==> src/core/bls_pkg.sv <==
// constants, carrier types and register map of the backlight register bank
// Functional notes
// - full-scale current code, 8 bits RW, 2% at zero to 100% at all ones
// - full-scale current code resets to 00111011, about a quarter scale
// - fault bit 7 is read-only diode open flag, zero after reset
// - fault bit 6 is read-only output over-voltage flag, zero after reset
// - fault bit 5 is read-only converter over-current flag, zero at reset
// - fault bit 4 is read-only string short flag, zero after reset
// - fault bit 3 is read-only string open flag, zero after reset
// - fault bit 2 is read-only over-temperature flag, zero after reset
// - fault bits 1:0 hold the two low dimming bits, RW, reset to 11
// - address 4 holds eight high dimming bits, RW, reset 7F
// - threshold bits 7:3 give over-voltage limit 18V to 80V, reset 11100
// - threshold bits 2:0 give current-limit sense 0.15V to 0.5V, reset 111
// - address 6 always reads the fixed maker code, writes ignored
// - frequency code 0 stops converter, 1 to 9 give 100 to 900 kHz
// - source bit 0: current follows external PWM, scaled by full scale
// - source bit 1: current scaled by full scale and 10-bit dim level
// - source bit is bit 2 of address 0, zero selects PWM, resets 0
// - frequency code is bits 3:0 of address 1, RW, resets to 0100
package bls_pkg;
  localparam int unsigned ADDR_W = 8;
  localparam int unsigned DATA_W = 8;
  localparam int unsigned DIM_W  = 10;
  localparam int unsigned LVL_W  = 16;

  localparam logic [7:0] ADDR_DIM_MODE   = 8'h00;
  localparam logic [7:0] ADDR_SWITCH     = 8'h01;
  localparam logic [7:0] ADDR_FULL_SCALE = 8'h02;
  localparam logic [7:0] ADDR_FAULT      = 8'h03;
  localparam logic [7:0] ADDR_DIM_HIGH   = 8'h04;
  localparam logic [7:0] ADDR_THRESH     = 8'h05;
  localparam logic [7:0] ADDR_MAKER      = 8'h06;

  localparam int unsigned LED_EN_LSB  = 4;
  localparam int unsigned SPARE_BIT   = 3;
  localparam int unsigned DIM_SRC_BIT = 2;
  localparam int unsigned OCPM_BIT    = 7;
  localparam int unsigned SHORT_LSB   = 4;
  localparam int unsigned OV_LSB      = 3;
  localparam int unsigned FAULT_LSB   = 2;

  localparam logic [3:0] LED_EN_RST     = 4'hF;
  localparam logic [1:0] DIM_MODE_RST   = 2'h0;
  localparam logic       DIM_SRC_RST    = 1'b0;
  localparam logic       OCPM_RST       = 1'b0;
  localparam logic [2:0] SHORT_THR_RST  = 3'h4;
  localparam logic [3:0] FREQ_RST       = 4'h4;
  localparam logic [7:0] FULL_SCALE_RST = 8'h3B;
  localparam logic [1:0] DIM_LOW_RST    = 2'h3;
  localparam logic [7:0] DIM_HIGH_RST   = 8'h7F;
  localparam logic [4:0] OV_RST         = 5'h1C;
  localparam logic [2:0] CL_RST         = 3'h7;

  localparam int unsigned CLK_KHZ       = 100000;
  localparam int unsigned SW_STEP_KHZ   = 100;
  localparam logic [3:0]  FREQ_CODE_MAX = 4'h9;
  localparam logic [15:0] FS_MIN_Q16    = 16'h051F;
  localparam logic [15:0] FS_STEP_Q16   = 16'h00FB;

  typedef struct packed {
    logic diode_open_flag;
    logic overvoltage_flag;
    logic overcurrent_flag;
    logic string_short_flag;
    logic string_open_flag;
    logic over_temp_flag;
  } bls_fault_s;

  typedef struct packed {
    logic [3:0] led_enable;
    logic       spare;
    logic       dim_src;
    logic [1:0] dim_mode;
    logic       ocp_recover;
    logic [2:0] short_thr_code;
    logic [3:0] switch_freq_code;
    logic [7:0] full_scale_code;
    logic [9:0] dim_level;
    logic [4:0] overvoltage_threshold_code;
    logic [2:0] current_limit_code;
  } bls_cfg_s;
endpackage

==> src/core/bls_sync.sv <==
// three-stage input synchroniser with agreement filter
`timescale 1ns/1ps
module bls_sync #(
  parameter int unsigned W = 6
) (
  input  wire logic         mclk,
  input  wire logic         reset,
  input  wire logic [W-1:0] async_in,
  output logic      [W-1:0] sync_out
);
  import bls_pkg::*;

  logic [W-1:0] stage1;
  logic [W-1:0] stage2;
  logic [W-1:0] stage3;

  always_ff @(posedge mclk) begin
    if (reset) begin
      stage1 <= '0;
      stage2 <= '0;
      stage3 <= '0;
    end else begin
      stage1 <= async_in;
      stage2 <= stage1;
      stage3 <= stage2;
    end
  end

  // a bit moves only when stages two and three agree
  always_ff @(posedge mclk) begin
    if (reset) begin
      sync_out <= '0;
    end else begin
      for (int i = 0; i < W; i++) begin
        if (stage2[i] == stage3[i]) begin
          sync_out[i] <= stage3[i];
        end
      end
    end
  end

  agree_a: assert property (@(posedge mclk) disable iff (reset)
    (stage2 == stage3) |=> (sync_out == $past(stage3)))
    else $error("synchroniser output not following agreed stages");
endmodule

==> src/core/bls_scale.sv <==
// string current level from full-scale code, dimming level and source
`timescale 1ns/1ps
module bls_scale (
  input  wire logic                     mclk,
  input  wire logic                     reset,
  input  wire logic [7:0]               full_scale_code,
  input  wire logic [bls_pkg::DIM_W-1:0] dim_level,
  input  wire logic                     dim_src,
  input  wire logic                     pwm_level,
  output logic      [bls_pkg::LVL_W-1:0] string_level
);
  import bls_pkg::*;

  function automatic logic [15:0] fs_ratio(input logic [7:0] code);
    logic [23:0] prod;
    prod = 24'(code) * 24'(FS_STEP_Q16);
    return 16'(FS_MIN_Q16 + prod[15:0]);
  endfunction

  logic [15:0] fs_q16;
  logic [25:0] mixed;

  assign fs_q16 = fs_ratio(full_scale_code);
  assign mixed  = 26'(fs_q16) * 26'(dim_level);

  always_ff @(posedge mclk) begin
    if (reset) begin
      string_level <= '0;
    end else if (dim_src) begin
      string_level <= mixed[25:10];
    end else begin
      string_level <= pwm_level ? fs_q16 : '0;
    end
  end

  pwm_track_a: assert property (@(posedge mclk) disable iff (reset)
    !dim_src |=> (string_level ==
      ($past(pwm_level) ? fs_ratio($past(full_scale_code)) : 16'h0000)))
    else $error("pwm mode level wrong");
  dim_mix_a: assert property (@(posedge mclk) disable iff (reset)
    dim_src && (dim_level == 10'h000) |=> (string_level == 16'h0000))
    else $error("register mode level not zero at zero dim");
endmodule

==> src/core/bls_regs.sv <==
// backlight controller configuration and status register bank
`timescale 1ns/1ps
module bls_regs #(
  parameter logic [7:0] MAKER_CODE = 8'hA5 // arbitrary value
) (
  input  wire logic                       mclk,
  input  wire logic                       reset,
  input  wire logic [bls_pkg::ADDR_W-1:0] reg_addr,
  input  wire logic [bls_pkg::DATA_W-1:0] reg_wdata,
  input  wire logic                       reg_wr,
  input  wire logic                       reg_rd,
  output logic      [bls_pkg::DATA_W-1:0] reg_rdata,
  input  wire bls_pkg::bls_fault_s        fault_in,
  input  wire logic                       pwm_in,
  output bls_pkg::bls_cfg_s               cfg,
  output logic      [bls_pkg::LVL_W-1:0]  string_level,
  output logic                            converter_on,
  output logic                            switch_tick
);
  import bls_pkg::*;

  function automatic logic freq_valid(input logic [3:0] code);
    return (code != 4'h0) && (code <= FREQ_CODE_MAX);
  endfunction

  function automatic logic [9:0] sw_period(input logic [3:0] code);
    logic [9:0] p;
    p = 10'h3FF;
    for (int i = 1; i <= int'(FREQ_CODE_MAX); i++) begin
      if (code == 4'(i)) begin
        p = 10'(CLK_KHZ / (SW_STEP_KHZ * i));
      end
    end
    return p;
  endfunction

  logic        wr_dim_mode;
  logic        wr_switch;
  logic        wr_full_scale;
  logic        wr_fault;
  logic        wr_dim_high;
  logic        wr_thresh;
  bls_fault_s  fault_state;
  logic [5:0]  fault_sync;
  logic [0:0]  pwm_sync;
  logic [1:0]  dim_low;
  logic [7:0]  dim_high;
  logic [9:0]  sw_count;
  logic [9:0]  period;
  logic [7:0]  next_rdata;

  assign wr_dim_mode   = reg_wr && (reg_addr == ADDR_DIM_MODE);
  assign wr_switch     = reg_wr && (reg_addr == ADDR_SWITCH);
  assign wr_full_scale = reg_wr && (reg_addr == ADDR_FULL_SCALE);
  assign wr_fault      = reg_wr && (reg_addr == ADDR_FAULT);
  assign wr_dim_high   = reg_wr && (reg_addr == ADDR_DIM_HIGH);
  assign wr_thresh     = reg_wr && (reg_addr == ADDR_THRESH);

  // fault levels and the pwm pin arrive from outside the clock domain
  bls_sync #(
    .W        (6)
  ) u_fault_sync (
    .mclk     (mclk),
    .reset    (reset),
    .async_in (fault_in),
    .sync_out (fault_sync)
  );

  bls_sync #(
    .W        (1)
  ) u_pwm_sync (
    .mclk     (mclk),
    .reset    (reset),
    .async_in (pwm_in),
    .sync_out (pwm_sync)
  );

  assign fault_state = bls_fault_s'(fault_sync);

  // dimming mode register
  always_ff @(posedge mclk) begin
    if (reset) begin
      cfg.led_enable <= LED_EN_RST;
      cfg.spare      <= 1'b0;
      cfg.dim_src    <= DIM_SRC_RST;
      cfg.dim_mode   <= DIM_MODE_RST;
    end else if (wr_dim_mode) begin
      cfg.led_enable <= reg_wdata[LED_EN_LSB +: 4];
      cfg.spare      <= reg_wdata[SPARE_BIT];
      cfg.dim_src    <= reg_wdata[DIM_SRC_BIT];
      cfg.dim_mode   <= reg_wdata[1:0];
    end
  end

  // switching and protection mode register
  always_ff @(posedge mclk) begin
    if (reset) begin
      cfg.ocp_recover      <= OCPM_RST;
      cfg.short_thr_code   <= SHORT_THR_RST;
      cfg.switch_freq_code <= FREQ_RST;
    end else if (wr_switch) begin
      cfg.ocp_recover      <= reg_wdata[OCPM_BIT];
      cfg.short_thr_code   <= reg_wdata[SHORT_LSB +: 3];
      cfg.switch_freq_code <= reg_wdata[3:0];
    end
  end

  always_ff @(posedge mclk) begin
    if (reset) begin
      cfg.full_scale_code <= FULL_SCALE_RST;
    end else if (wr_full_scale) begin
      cfg.full_scale_code <= reg_wdata;
    end
  end

  // only the low dimming bits take a write here
  always_ff @(posedge mclk) begin
    if (reset) begin
      dim_low <= DIM_LOW_RST;
    end else if (wr_fault) begin
      dim_low <= reg_wdata[1:0];
    end
  end

  always_ff @(posedge mclk) begin
    if (reset) begin
      dim_high <= DIM_HIGH_RST;
    end else if (wr_dim_high) begin
      dim_high <= reg_wdata;
    end
  end

  assign cfg.dim_level = {dim_high, dim_low};

  always_ff @(posedge mclk) begin
    if (reset) begin
      cfg.overvoltage_threshold_code <= OV_RST;
      cfg.current_limit_code         <= CL_RST;
    end else if (wr_thresh) begin
      cfg.overvoltage_threshold_code <= reg_wdata[OV_LSB +: 5];
      cfg.current_limit_code         <= reg_wdata[2:0];
    end
  end

  // read mux; unmapped addresses read zero
  always_comb begin
    case (reg_addr)
      ADDR_DIM_MODE:   next_rdata = {cfg.led_enable, cfg.spare,
                                     cfg.dim_src, cfg.dim_mode};
      ADDR_SWITCH:     next_rdata = {cfg.ocp_recover, cfg.short_thr_code,
                                     cfg.switch_freq_code};
      ADDR_FULL_SCALE: next_rdata = cfg.full_scale_code;
      ADDR_FAULT:      next_rdata = {fault_state, dim_low};
      ADDR_DIM_HIGH:   next_rdata = dim_high;
      ADDR_THRESH:     next_rdata = {cfg.overvoltage_threshold_code,
                                     cfg.current_limit_code};
      ADDR_MAKER:      next_rdata = MAKER_CODE;
      default:         next_rdata = 8'h00;
    endcase
  end

  always_ff @(posedge mclk) begin
    if (reset) begin
      reg_rdata <= 8'h00;
    end else if (reg_rd) begin
      reg_rdata <= next_rdata;
    end
  end

  // converter enable and switching-rate divider
  assign period = sw_period(cfg.switch_freq_code);

  always_ff @(posedge mclk) begin
    if (reset) begin
      converter_on <= 1'b0;
    end else begin
      converter_on <= freq_valid(cfg.switch_freq_code);
    end
  end

  always_ff @(posedge mclk) begin
    if (reset || !freq_valid(cfg.switch_freq_code)) begin
      sw_count    <= 10'h000;
      switch_tick <= 1'b0;
    end else if (sw_count >= period - 10'h001) begin
      sw_count    <= 10'h000;
      switch_tick <= 1'b1;
    end else begin
      sw_count    <= sw_count + 10'h001;
      switch_tick <= 1'b0;
    end
  end

  bls_scale u_scale (
    .mclk            (mclk),
    .reset           (reset),
    .full_scale_code (cfg.full_scale_code),
    .dim_level       (cfg.dim_level),
    .dim_src         (cfg.dim_src),
    .pwm_level       (pwm_sync[0]),
    .string_level    (string_level)
  );

  // helper: cycles between ticks while the code holds still
  logic [9:0] tick_gap;
  logic       gap_valid;

  always_ff @(posedge mclk) begin
    if (reset) begin
      tick_gap  <= 10'h000;
      gap_valid <= 1'b0;
    end else begin
      tick_gap <= switch_tick ? 10'h000 : tick_gap + 10'h001;
      if (wr_switch) begin
        gap_valid <= 1'b0;
      end else if (switch_tick) begin
        gap_valid <= 1'b1;
      end
    end
  end

  // reset values and bus writes
  reset_vals_a: assert property (
    @(posedge mclk) disable iff (reset)
    $fell(reset) |-> (cfg.full_scale_code == FULL_SCALE_RST) &&
      (dim_low == DIM_LOW_RST) && (dim_high == DIM_HIGH_RST) &&
      (cfg.dim_src == DIM_SRC_RST) && (cfg.led_enable == LED_EN_RST) &&
      (cfg.switch_freq_code == FREQ_RST) &&
      (cfg.overvoltage_threshold_code == OV_RST) &&
      (cfg.current_limit_code == CL_RST) && (reg_rdata == 8'h00) &&
      !converter_on && !switch_tick)
    else $error("register reset values wrong");
  fs_write_a: assert property (
    @(posedge mclk) disable iff (reset)
    wr_full_scale |=> (cfg.full_scale_code == $past(reg_wdata)))
    else $error("full scale code not written");
  fs_hold_a: assert property (
    @(posedge mclk) disable iff (reset)
    !wr_full_scale |=> $stable(cfg.full_scale_code))
    else $error("full scale code changed without write");
  dim_low_a: assert property (
    @(posedge mclk) disable iff (reset)
    wr_fault |=> (dim_low == $past(reg_wdata[1:0])) &&
      (fault_sync == $past(u_fault_sync.stage3, 1) ||
       fault_sync == $past(fault_sync)))
    else $error("fault register write wrong");
  dim_high_a: assert property (
    @(posedge mclk) disable iff (reset)
    wr_dim_high ##1 !wr_dim_high |=> (dim_high == $past(reg_wdata, 2)))
    else $error("high dimming bits not held");
  dim_hold_a: assert property (
    @(posedge mclk) disable iff (reset)
    !wr_fault && !wr_dim_high |=> $stable(cfg.dim_level))
    else $error("dimming level changed without write");
  thresh_a: assert property (
    @(posedge mclk) disable iff (reset)
    wr_thresh |=> (cfg.overvoltage_threshold_code ==
      $past(reg_wdata[7:3])) &&
      (cfg.current_limit_code == $past(reg_wdata[2:0])))
    else $error("threshold register not written");
  src_write_a: assert property (
    @(posedge mclk) disable iff (reset)
    wr_dim_mode |=> (cfg.dim_src == $past(reg_wdata[DIM_SRC_BIT])) &&
      (cfg.led_enable == $past(reg_wdata[7:4])))
    else $error("dimming mode register not written");
  freq_write_a: assert property (
    @(posedge mclk) disable iff (reset)
    wr_switch |=> (cfg.switch_freq_code == $past(reg_wdata[3:0])) &&
      (cfg.short_thr_code == $past(reg_wdata[6:4])))
    else $error("frequency register not written");

  // read path
  fs_read_a: assert property (
    @(posedge mclk) disable iff (reset)
    reg_rd && (reg_addr == ADDR_FULL_SCALE) |=>
      (reg_rdata == $past(cfg.full_scale_code)))
    else $error("full scale code read wrong");
  fault_read_a: assert property (
    @(posedge mclk) disable iff (reset)
    reg_rd && (reg_addr == ADDR_FAULT) |=>
      (reg_rdata[7:FAULT_LSB] == $past(fault_sync)) &&
      (reg_rdata[1:0] == $past(dim_low)))
    else $error("fault register read wrong");
  dim_read_a: assert property (
    @(posedge mclk) disable iff (reset)
    reg_rd && (reg_addr == ADDR_DIM_HIGH) |=>
      (reg_rdata == $past(dim_high)))
    else $error("high dimming bits read wrong");
  thresh_read_a: assert property (
    @(posedge mclk) disable iff (reset)
    reg_rd && (reg_addr == ADDR_THRESH) |=>
      (reg_rdata == {$past(cfg.overvoltage_threshold_code),
                     $past(cfg.current_limit_code)}))
    else $error("threshold register read wrong");
  src_read_a: assert property (
    @(posedge mclk) disable iff (reset)
    reg_rd && (reg_addr == ADDR_DIM_MODE) |=>
      (reg_rdata[DIM_SRC_BIT] == $past(cfg.dim_src)))
    else $error("dimming source bit read wrong");
  freq_read_a: assert property (
    @(posedge mclk) disable iff (reset)
    reg_rd && (reg_addr == ADDR_SWITCH) |=>
      (reg_rdata[3:0] == $past(cfg.switch_freq_code)))
    else $error("frequency code read wrong");
  maker_a: assert property (
    @(posedge mclk) disable iff (reset)
    reg_rd && (reg_addr == ADDR_MAKER) |=> (reg_rdata == MAKER_CODE))
    else $error("maker code read wrong");
  unmapped_a: assert property (
    @(posedge mclk) disable iff (reset)
    reg_rd && (reg_addr > ADDR_MAKER) |=> (reg_rdata == 8'h00))
    else $error("unmapped address read not zero");
  rdata_hold_a: assert property (
    @(posedge mclk) disable iff (reset)
    !reg_rd |=> $stable(reg_rdata))
    else $error("read data changed without read");

  // switching output
  conv_on_a: assert property (
    @(posedge mclk) disable iff (reset)
    freq_valid(cfg.switch_freq_code) |=> converter_on)
    else $error("converter off on a run code");
  conv_off_a: assert property (
    @(posedge mclk) disable iff (reset)
    !freq_valid(cfg.switch_freq_code) |=> !converter_on && !switch_tick)
    else $error("converter running on stop code");
  tick_pulse_a: assert property (
    @(posedge mclk) disable iff (reset)
    switch_tick |=> !switch_tick)
    else $error("switching tick longer than one cycle");
  tick_rate_a: assert property (
    @(posedge mclk) disable iff (reset)
    switch_tick && gap_valid && !wr_switch && !$past(wr_switch) |->
      (tick_gap == period - 10'h001))
    else $error("switching tick period wrong");

  fs_write_c: cover property (@(posedge mclk) disable iff (reset)
    wr_full_scale);
  fault_seen_c: cover property (@(posedge mclk) disable iff (reset)
    reg_rd && (reg_addr == ADDR_FAULT) && (fault_sync != 6'h00));
  tick_c: cover property (@(posedge mclk) disable iff (reset)
    switch_tick && gap_valid);
  src_reg_c: cover property (@(posedge mclk) disable iff (reset)
    $rose(cfg.dim_src));
  off_code_c: cover property (@(posedge mclk) disable iff (reset)
    cfg.switch_freq_code > FREQ_CODE_MAX);
endmodule

==> config.mk <==
export PLATFORM = sky130hd
export DESIGN_NAME = bls_regs
export DESIGN_NICKNAME = d
export VERILOG_FILES = /design/src/core/bls_pkg.sv /design/src/core/bls_sync.sv /design/src/core/bls_scale.sv /design/src/core/bls_regs.sv
export SDC_FILE = /design/constraint.sdc
export NUM_CORES = 1
export LEC_CHECK = 0
export BUFFER_PORTS_ARGS = -buffer_cell sky130_fd_sc_hd__clkbuf_2
export CORE_MARGIN = 2
export CORE_UTILIZATION = 60
export DETAILED_ROUTE_END_ITERATION = 8
export GPL_TIMING_DRIVEN = 1
export PLACE_DENSITY_LB_ADDON = 0.15
export SYNTH_ARGS = -nofsm -noshare
export SYNTH_HDL_FRONTEND = slang
export SYNTH_SLANG_ARGS = --single-unit
export TNS_END_PERCENT = 20
==> constraint.sdc <==
create_clock -name mclk -period 12.47 [get_ports mclk]
set_clock_uncertainty 0.05 [all_clocks]
set_input_delay 0.6235 -clock mclk [delete_from_list [all_inputs] [get_ports mclk]]
set_output_delay 0.6235 -clock mclk [all_outputs]
set_load 0.02 [all_outputs]
* Yosys cells after proc, flatten, opt, wreduce, memory -nomap -nowiden
Cells that the tools add are included. Widths: inputs -> output; s select.
Cells by class: muxes and demuxes 13, multiply operators 2, add/sub/neg operators 3, equal/unequal tests 22, magnitude comparators 2, reduce and logical (&&, ||, !) cells 12
Operators with widths (number):
- $mux 10 | 8
- $pmux 8 s7 | 1
- $mux 16 | 2
- $mul 16x10->26 | 1
- $eq 8x3->1 const B | 3
- $add 11x16->16 const A | 1
- $eq 4x3->1 const B | 4
- $eq 8x2->1 const B | 2
- $mul 8x8->16 const B | 1
- $add 10x1->10 const B | 1
- $ge 10x10->1 | 1
- $sub 10x1->10 const B | 1
- $eq 4x2->1 const B | 2
- $eq 4x4->1 const B | 2
- $eq 8x1->1 const B | 1
- $logic_not 8->1 | 1
- $eq 1x1->1 | 7
- $logic_and 1x1->1 | 7
- $mux 5 | 1
- $eq 4x1->1 const B | 1
- $le 4x4->1 const B | 1
- $reduce_bool 4->1 | 1
- $reduce_or 2->1 | 1
- $logic_not 1->1 | 1
- other kinds (2) | 2
Storage, ports and cells: register bits after elaboration 106, output and inout bits 68, word-level logic and storage cells 84, input port bits 27

* Logic depth before layout (Yosys ltp)
depth after elaboration 13, gate-level depth with buffers 34, depth with buffers taken out 32

* By module
From an unflattened synthesis, not the netlist that was laid out.
Unflattened totals: cell total of the unflattened synthesis 1212, area, all modules 11129.4 um2
By module, submodules not included:
- bls_scale | area an instance 7159.4 um2, instances 1, cells each 800, sequential area each 320.3 um2
- bls_regs | area an instance 3136.8 um2, instances 1, cells each 340, sequential area each 1241.2 um2
- bls_sync (u_fault_sync) | area an instance 720.7 um2, instances 1, cells each 62, sequential area each 480.5 um2
- bls_sync (u_pwm_sync) | area an instance 112.6 um2, instances 1, cells each 10, sequential area each 80.1 um2

* Least setup slack after synthesis
OpenSTA, ideal clock, no wires.
kind register to register, from register cfg[20] (netlist name), to register u_scale.string_level[11] (netlist bit), data required time 12.356 ns, data arrival time 8.750 ns, path buffers 1, stages on the path, launching flop included 33, setup time 0.064 ns, clock period less this slack 8.864 ns, path slack 3.606 ns, path through dfxtp_1 -> inv_1 -> fa_1 -> fa_1 -> inv_1 -> fa_1 -> inv_1 -> fa_1 -> inv_1 -> ha_1 -> inv_1 -> o21bai_1 -> a221o_1 -> or4b_1 -> nand3_2 -> buf_6 -> nand2_1 -> fa_1 -> inv_1 -> fa_1 -> fa_1 -> fa_1 -> inv_1 -> fa_1 -> inv_1 -> ha_1 -> nand2_1 -> nor3_1 -> a221oi_1 -> o21ai_1 -> a41oi_1 -> or4_1 -> nand4_1
On the way: cells in the longest elaborated chain, start to end 4, elaborated cells between the ends (all ways) 5, classes of those cells add/sub (1); mul (2); mux (2)
Ends and longest elaborated chain:
- $mul 8x8->16 * | line bls_scale.sv:16 | prod = 24'(code) * 24'(FS_STEP_Q16);
- $add 11x16->16 * | line bls_scale.sv:17 | return 16'(FS_MIN_Q16 + prod[15:0]);
- $mul 16x10->26 / $mux 16 (equally long branches) | line bls_scale.sv:24, bls_scale.sv:32
- $mux 16 * | line bls_scale.sv:29 | end else if (dim_src) begin
- end signal: assignment | line bls_scale.sv:30 | string_level <= mixed[25:10];
- end signal: assignment | line bls_scale.sv:32 | string_level <= pwm_level ? fs_q16 : '0;
- end: declaration | line bls_scale.sv:10 | output logic [bls_pkg::LVL_W-1:0] string_level
Every way passes the cells marked *; elsewhere a longest branch is shown, timed or not. A chain may end at the register's enable or synchronous reset.

* Final worst setup path
from register cfg[18] (netlist name), to register u_scale.string_level[14] (netlist bit)
On the way: cells in the longest elaborated chain, start to end 4, elaborated cells between the ends (all ways) 5, classes of those cells add/sub (1); mul (2); mux (2)
Ends and longest elaborated chain (line):
- $mul 8x8->16 * | bls_scale.sv:16
- $add 11x16->16 * | bls_scale.sv:17
- $mul 16x10->26 / $mux 16 (equally long branches) | bls_scale.sv:24, bls_scale.sv:32
- $mux 16 * | bls_scale.sv:29
Marked as above.

==> out/qor.csv <==
stage,metric,value,unit
critical_path,Bufs and invs on worst path,5,
critical_path,CP top delay family,adder cells,
critical_path,crit-path max FO,18,
critical_path,Worst EP required,12.70,ns
finish,Antenna diodes,0,
floorplan,initial core utilization,0.6062,
clock_tree,CTS max path bufs,2,
logic_synthesis,Post-synth ARST share,0,
timing,RSZ-0062 raised after global routing,no,
timing,worst slew pin tran,1.050,ns
logic_synthesis,post-synthesis adder-cell area fraction,0.3754,
critical_path,slowest CP cell,xnor2_1,
logic_synthesis,Synth Area in Compound Gates,0.1120,
finish,Layout area overhead,7.936,%
logic_synthesis,post-synthesis mux area share,0.01438,
clock_tree,CTS tree,done,
route,First-pass DRT Iterations,5,
logic_synthesis,Most used DFF post-synth,dfxtp_1,
route,Iteration-0 DRC Markers,564,
clock_tree,H-Tree Depth,3,
power_and_ir_drop,Lkg Pwr,6.029,nW
floorplan,Chip Width,140.8,um
finish,post-layout util,0.6543,
timing,Final Hold Viols,0,
clock_tree,insertion delay to the later sink of the worst-skew pair,0.38,ns
timing,count of final max-slew check failures,0,
placed_design,GP Congestion,0.9206,
logic_synthesis,Ys Warns,0,
timing,Setup TNS,0,ns
logic_synthesis,Post-Syn Nets,1572,
grt,pin count of the biggest net entering global routing,72,
logic_synthesis,post-synthesis xor/xnor area fraction,0.02965,
floorplan,core box area,18520,um2
critical_path,Crit path largest cell delay,0.78,ns
logic_synthesis,Synth Area in Simple Gates,0.1987,
grt,gr usage total,0.2900,
clock_tree,clk slew on worst S/H paths,0.10,ns
clock_tree,CTS Hold Bufs,0,
logic_synthesis,register area share after synthesis,0.1890,
placed_design,DP Cell Count,1563,
clock_tree,post-CTS sizing,0,
finish,most frequent cells in the layout,"173 x inv_1, 157 x nand2_1, 138 x fa_1",
floorplan,Site Rows,50,
route,Routed Antenna Nets,0,
grt,first-pass GRT wire length,45740,um
grt,initial antenna violation count,0,
logic_synthesis,largest family of logic cells by synthesized area,adder cells,
finish,share of layout cells above drive strength 1,0.09517,
logic_synthesis,synthesis-stage register bit count,106,
placed_design,post-DP HPWL,21170,um
critical_path,Crit. End Element,register,
power_and_ir_drop,pwr dens,276.9,nW/um2
run,Max-Cap Viols,0,
clock_tree,Post-CTS Setup Bufs,0,
grt,Overflow after GRT,0,
clock_tree,Sink Count,106,
logic_synthesis,cell area after synthesis,11230,um2
logic_synthesis,Mean Syn Cell Area,8.695,um2
power_and_ir_drop,Peak VDD IR,454.5,uV
finish,"non-filler cells, final",1579,
route,DRC Markers,0,
placed_design,port bufs,94,
critical_path,crit path DAT,10.06,ns
run_status,status,"finished, final reports clean",
critical_path,Setup crit start kind,register,
logic_synthesis,Post-Synthesis Cells,1291,
min_path,HP Class,reg -> reg,
route,detailed-route via count,9031,
timing,Max Fclk,101.8,MHz
critical_path,crit-path most repeated cell,fa_1,
timing,Final setup viols,0,
clock_tree,TritonCTS Buffers,9,
route,drt wl/cell,17.44,um
timing,Tmin final,9.825,ns
timing,final period utilization,0.7879,
logic_synthesis,count of cell types in the netlist,65,
clock_tree,CTS root buf,clkbuf_16,
floorplan,I/O pin total,95,
floorplan,die area,19820,um2
route,drt total wl,27530,um
critical_path,critical path class,reg -> reg,
route,vias per inst,5.719,
timing,max_slew headroom,0.3002,
finish,nets@finish,1621,
finish,"most common cell after layout, fill and taps aside",inv_1,
floorplan,Die Ht,140.8,um
grt,number of global-route vias before repair,9065,
logic_synthesis,Post-synth EDFFs,0,
[power breakdown]
part	switching [mW]	total (mW)	internal, mW
Combinational	1.60	2.69	1.09
Sequential	0.00300	0.346	0.343
Clock	0.169	0.317	0.149
[state kept, by name (all words and copies together), names as in the netlist]
register               count
cfg                       32
converter_on               1
dim_high                   8
dim_low                    2
reg_rdata                  8
sw_count                  10
switch_tick                1
u_fault_sync.stage1        6
u_fault_sync.stage2        6
u_fault_sync.stage3        6
u_fault_sync.sync_out      6
u_pwm_sync.stage1          1
u_pwm_sync.stage2          1
u_pwm_sync.stage3          1
u_pwm_sync.sync_out        1
u_scale.string_level      16
[path summary, 6_finish.rpt]
kind	startpoint	endpoint	slack, ns	cells past startpoint
hold / removal	u_fault_sync.stage1[3]$_SDFF_PP0_	u_fault_sync.stage2[3]$_SDFF_PP0_	0.39	1
setup reg to reg	cfg[18]$_SDFFE_PP1P_	u_scale.string_level[14]$_SDFF_PP0_	2.65	30
hold reg to reg	u_fault_sync.stage1[3]$_SDFF_PP0_	u_fault_sync.stage2[3]$_SDFF_PP0_	0.39	1
setup / recovery	cfg[18]$_SDFFE_PP1P_	u_scale.string_level[14]$_SDFF_PP0_	2.65	30
[cells by family (layout without fill, tap and decap cells)]
logic type,after synthesis,in the layout
adders and majority gates,254,254
xor gates and xnor gates,38,38
muxes,11,11
AOI/OAI and AO/OA,195,195
DFF,106,106
buffers and inverters,238,292
and+or+nand+nor,449,449
[stage by stage]
| step | hold WS, ns | cell area, um2 | total power, mW | setup slack [ns] |
|---|---|---|---|---|
| floorplan | 0.3638 | 11230 | 2.439 | 3.606 |
| global placement | 0.3652 | 11800 | 2.962 | 2.945 |
| detailed placement | 0.3783 | 11800 | 3.000 | 2.759 |
| CTS | 0.3962 | 12120 | 3.333 | 2.726 |
| global route | 0.4008 | 12120 | 3.713 | 2.002 |
| finish | 0.3942 | 12120 | 3.355 | 2.645 |
[Yosys cell counts, types with 8 or more instances]
cell type / number / area [um2]
a211o_1: 11 / 96.34
a21o_1: 14 / 105.1
a21oi_1: 54 / 270.3
a22oi_1: 10 / 75.07
and2_1: 72 / 450.4
and3_1: 14 / 87.58
clkbuf_1: 56 / 210.2
dfxtp_1: 106 / 2122
fa_1: 138 / 2763
ha_1: 116 / 1451
inv_1: 173 / 649.4
nand2_1: 157 / 589.3
nand2b_1: 19 / 118.9
nand3_1: 26 / 130.1
nor2_1: 75 / 281.5
nor2b_1: 40 / 250.2
nor3_1: 8 / 40.04
o211ai_1: 9 / 67.56
o21a_1: 12 / 90.09
o21ai_0: 42 / 210.2
xnor2_1: 22 / 192.7
xor2_1: 16 / 140.1
[routing by layer]
layer | GRT usage | wire [um] | share of wire | vias up
met5 | 0 | 0 | 0 | -
met4 | 0.08421 | 619 | 0.022 | 0
met3 | 0.03499 | 1384 | 0.050 | 40
met2 | 0.4783 | 13110 | 0.48 | 271
met1 | 0.4056 | 12420 | 0.45 | 4445
li1 | - | - | - | 4275
[layout make-up]
type	instances	area [um2]
clock inverters	7	96.34
clock buffers	9	225.2
fillers	1591	6401
flip-flops and latches	106	2122
repair buffers	102	530.5
well taps	234	292.8
multi-input cells	947	8197
inverters	174	653.1
[worst register-to-register path, delay by kind of cell (launching register included)]
family          cells  cell delay (ns)
fa+ha+maj          11             5.20
compound gates     10             2.07
xor+xnor            1             0.78
flops               1             0.77
simple gates        3             0.60
buf+inv             5             0.29
(Power assumes the default switching activity.)
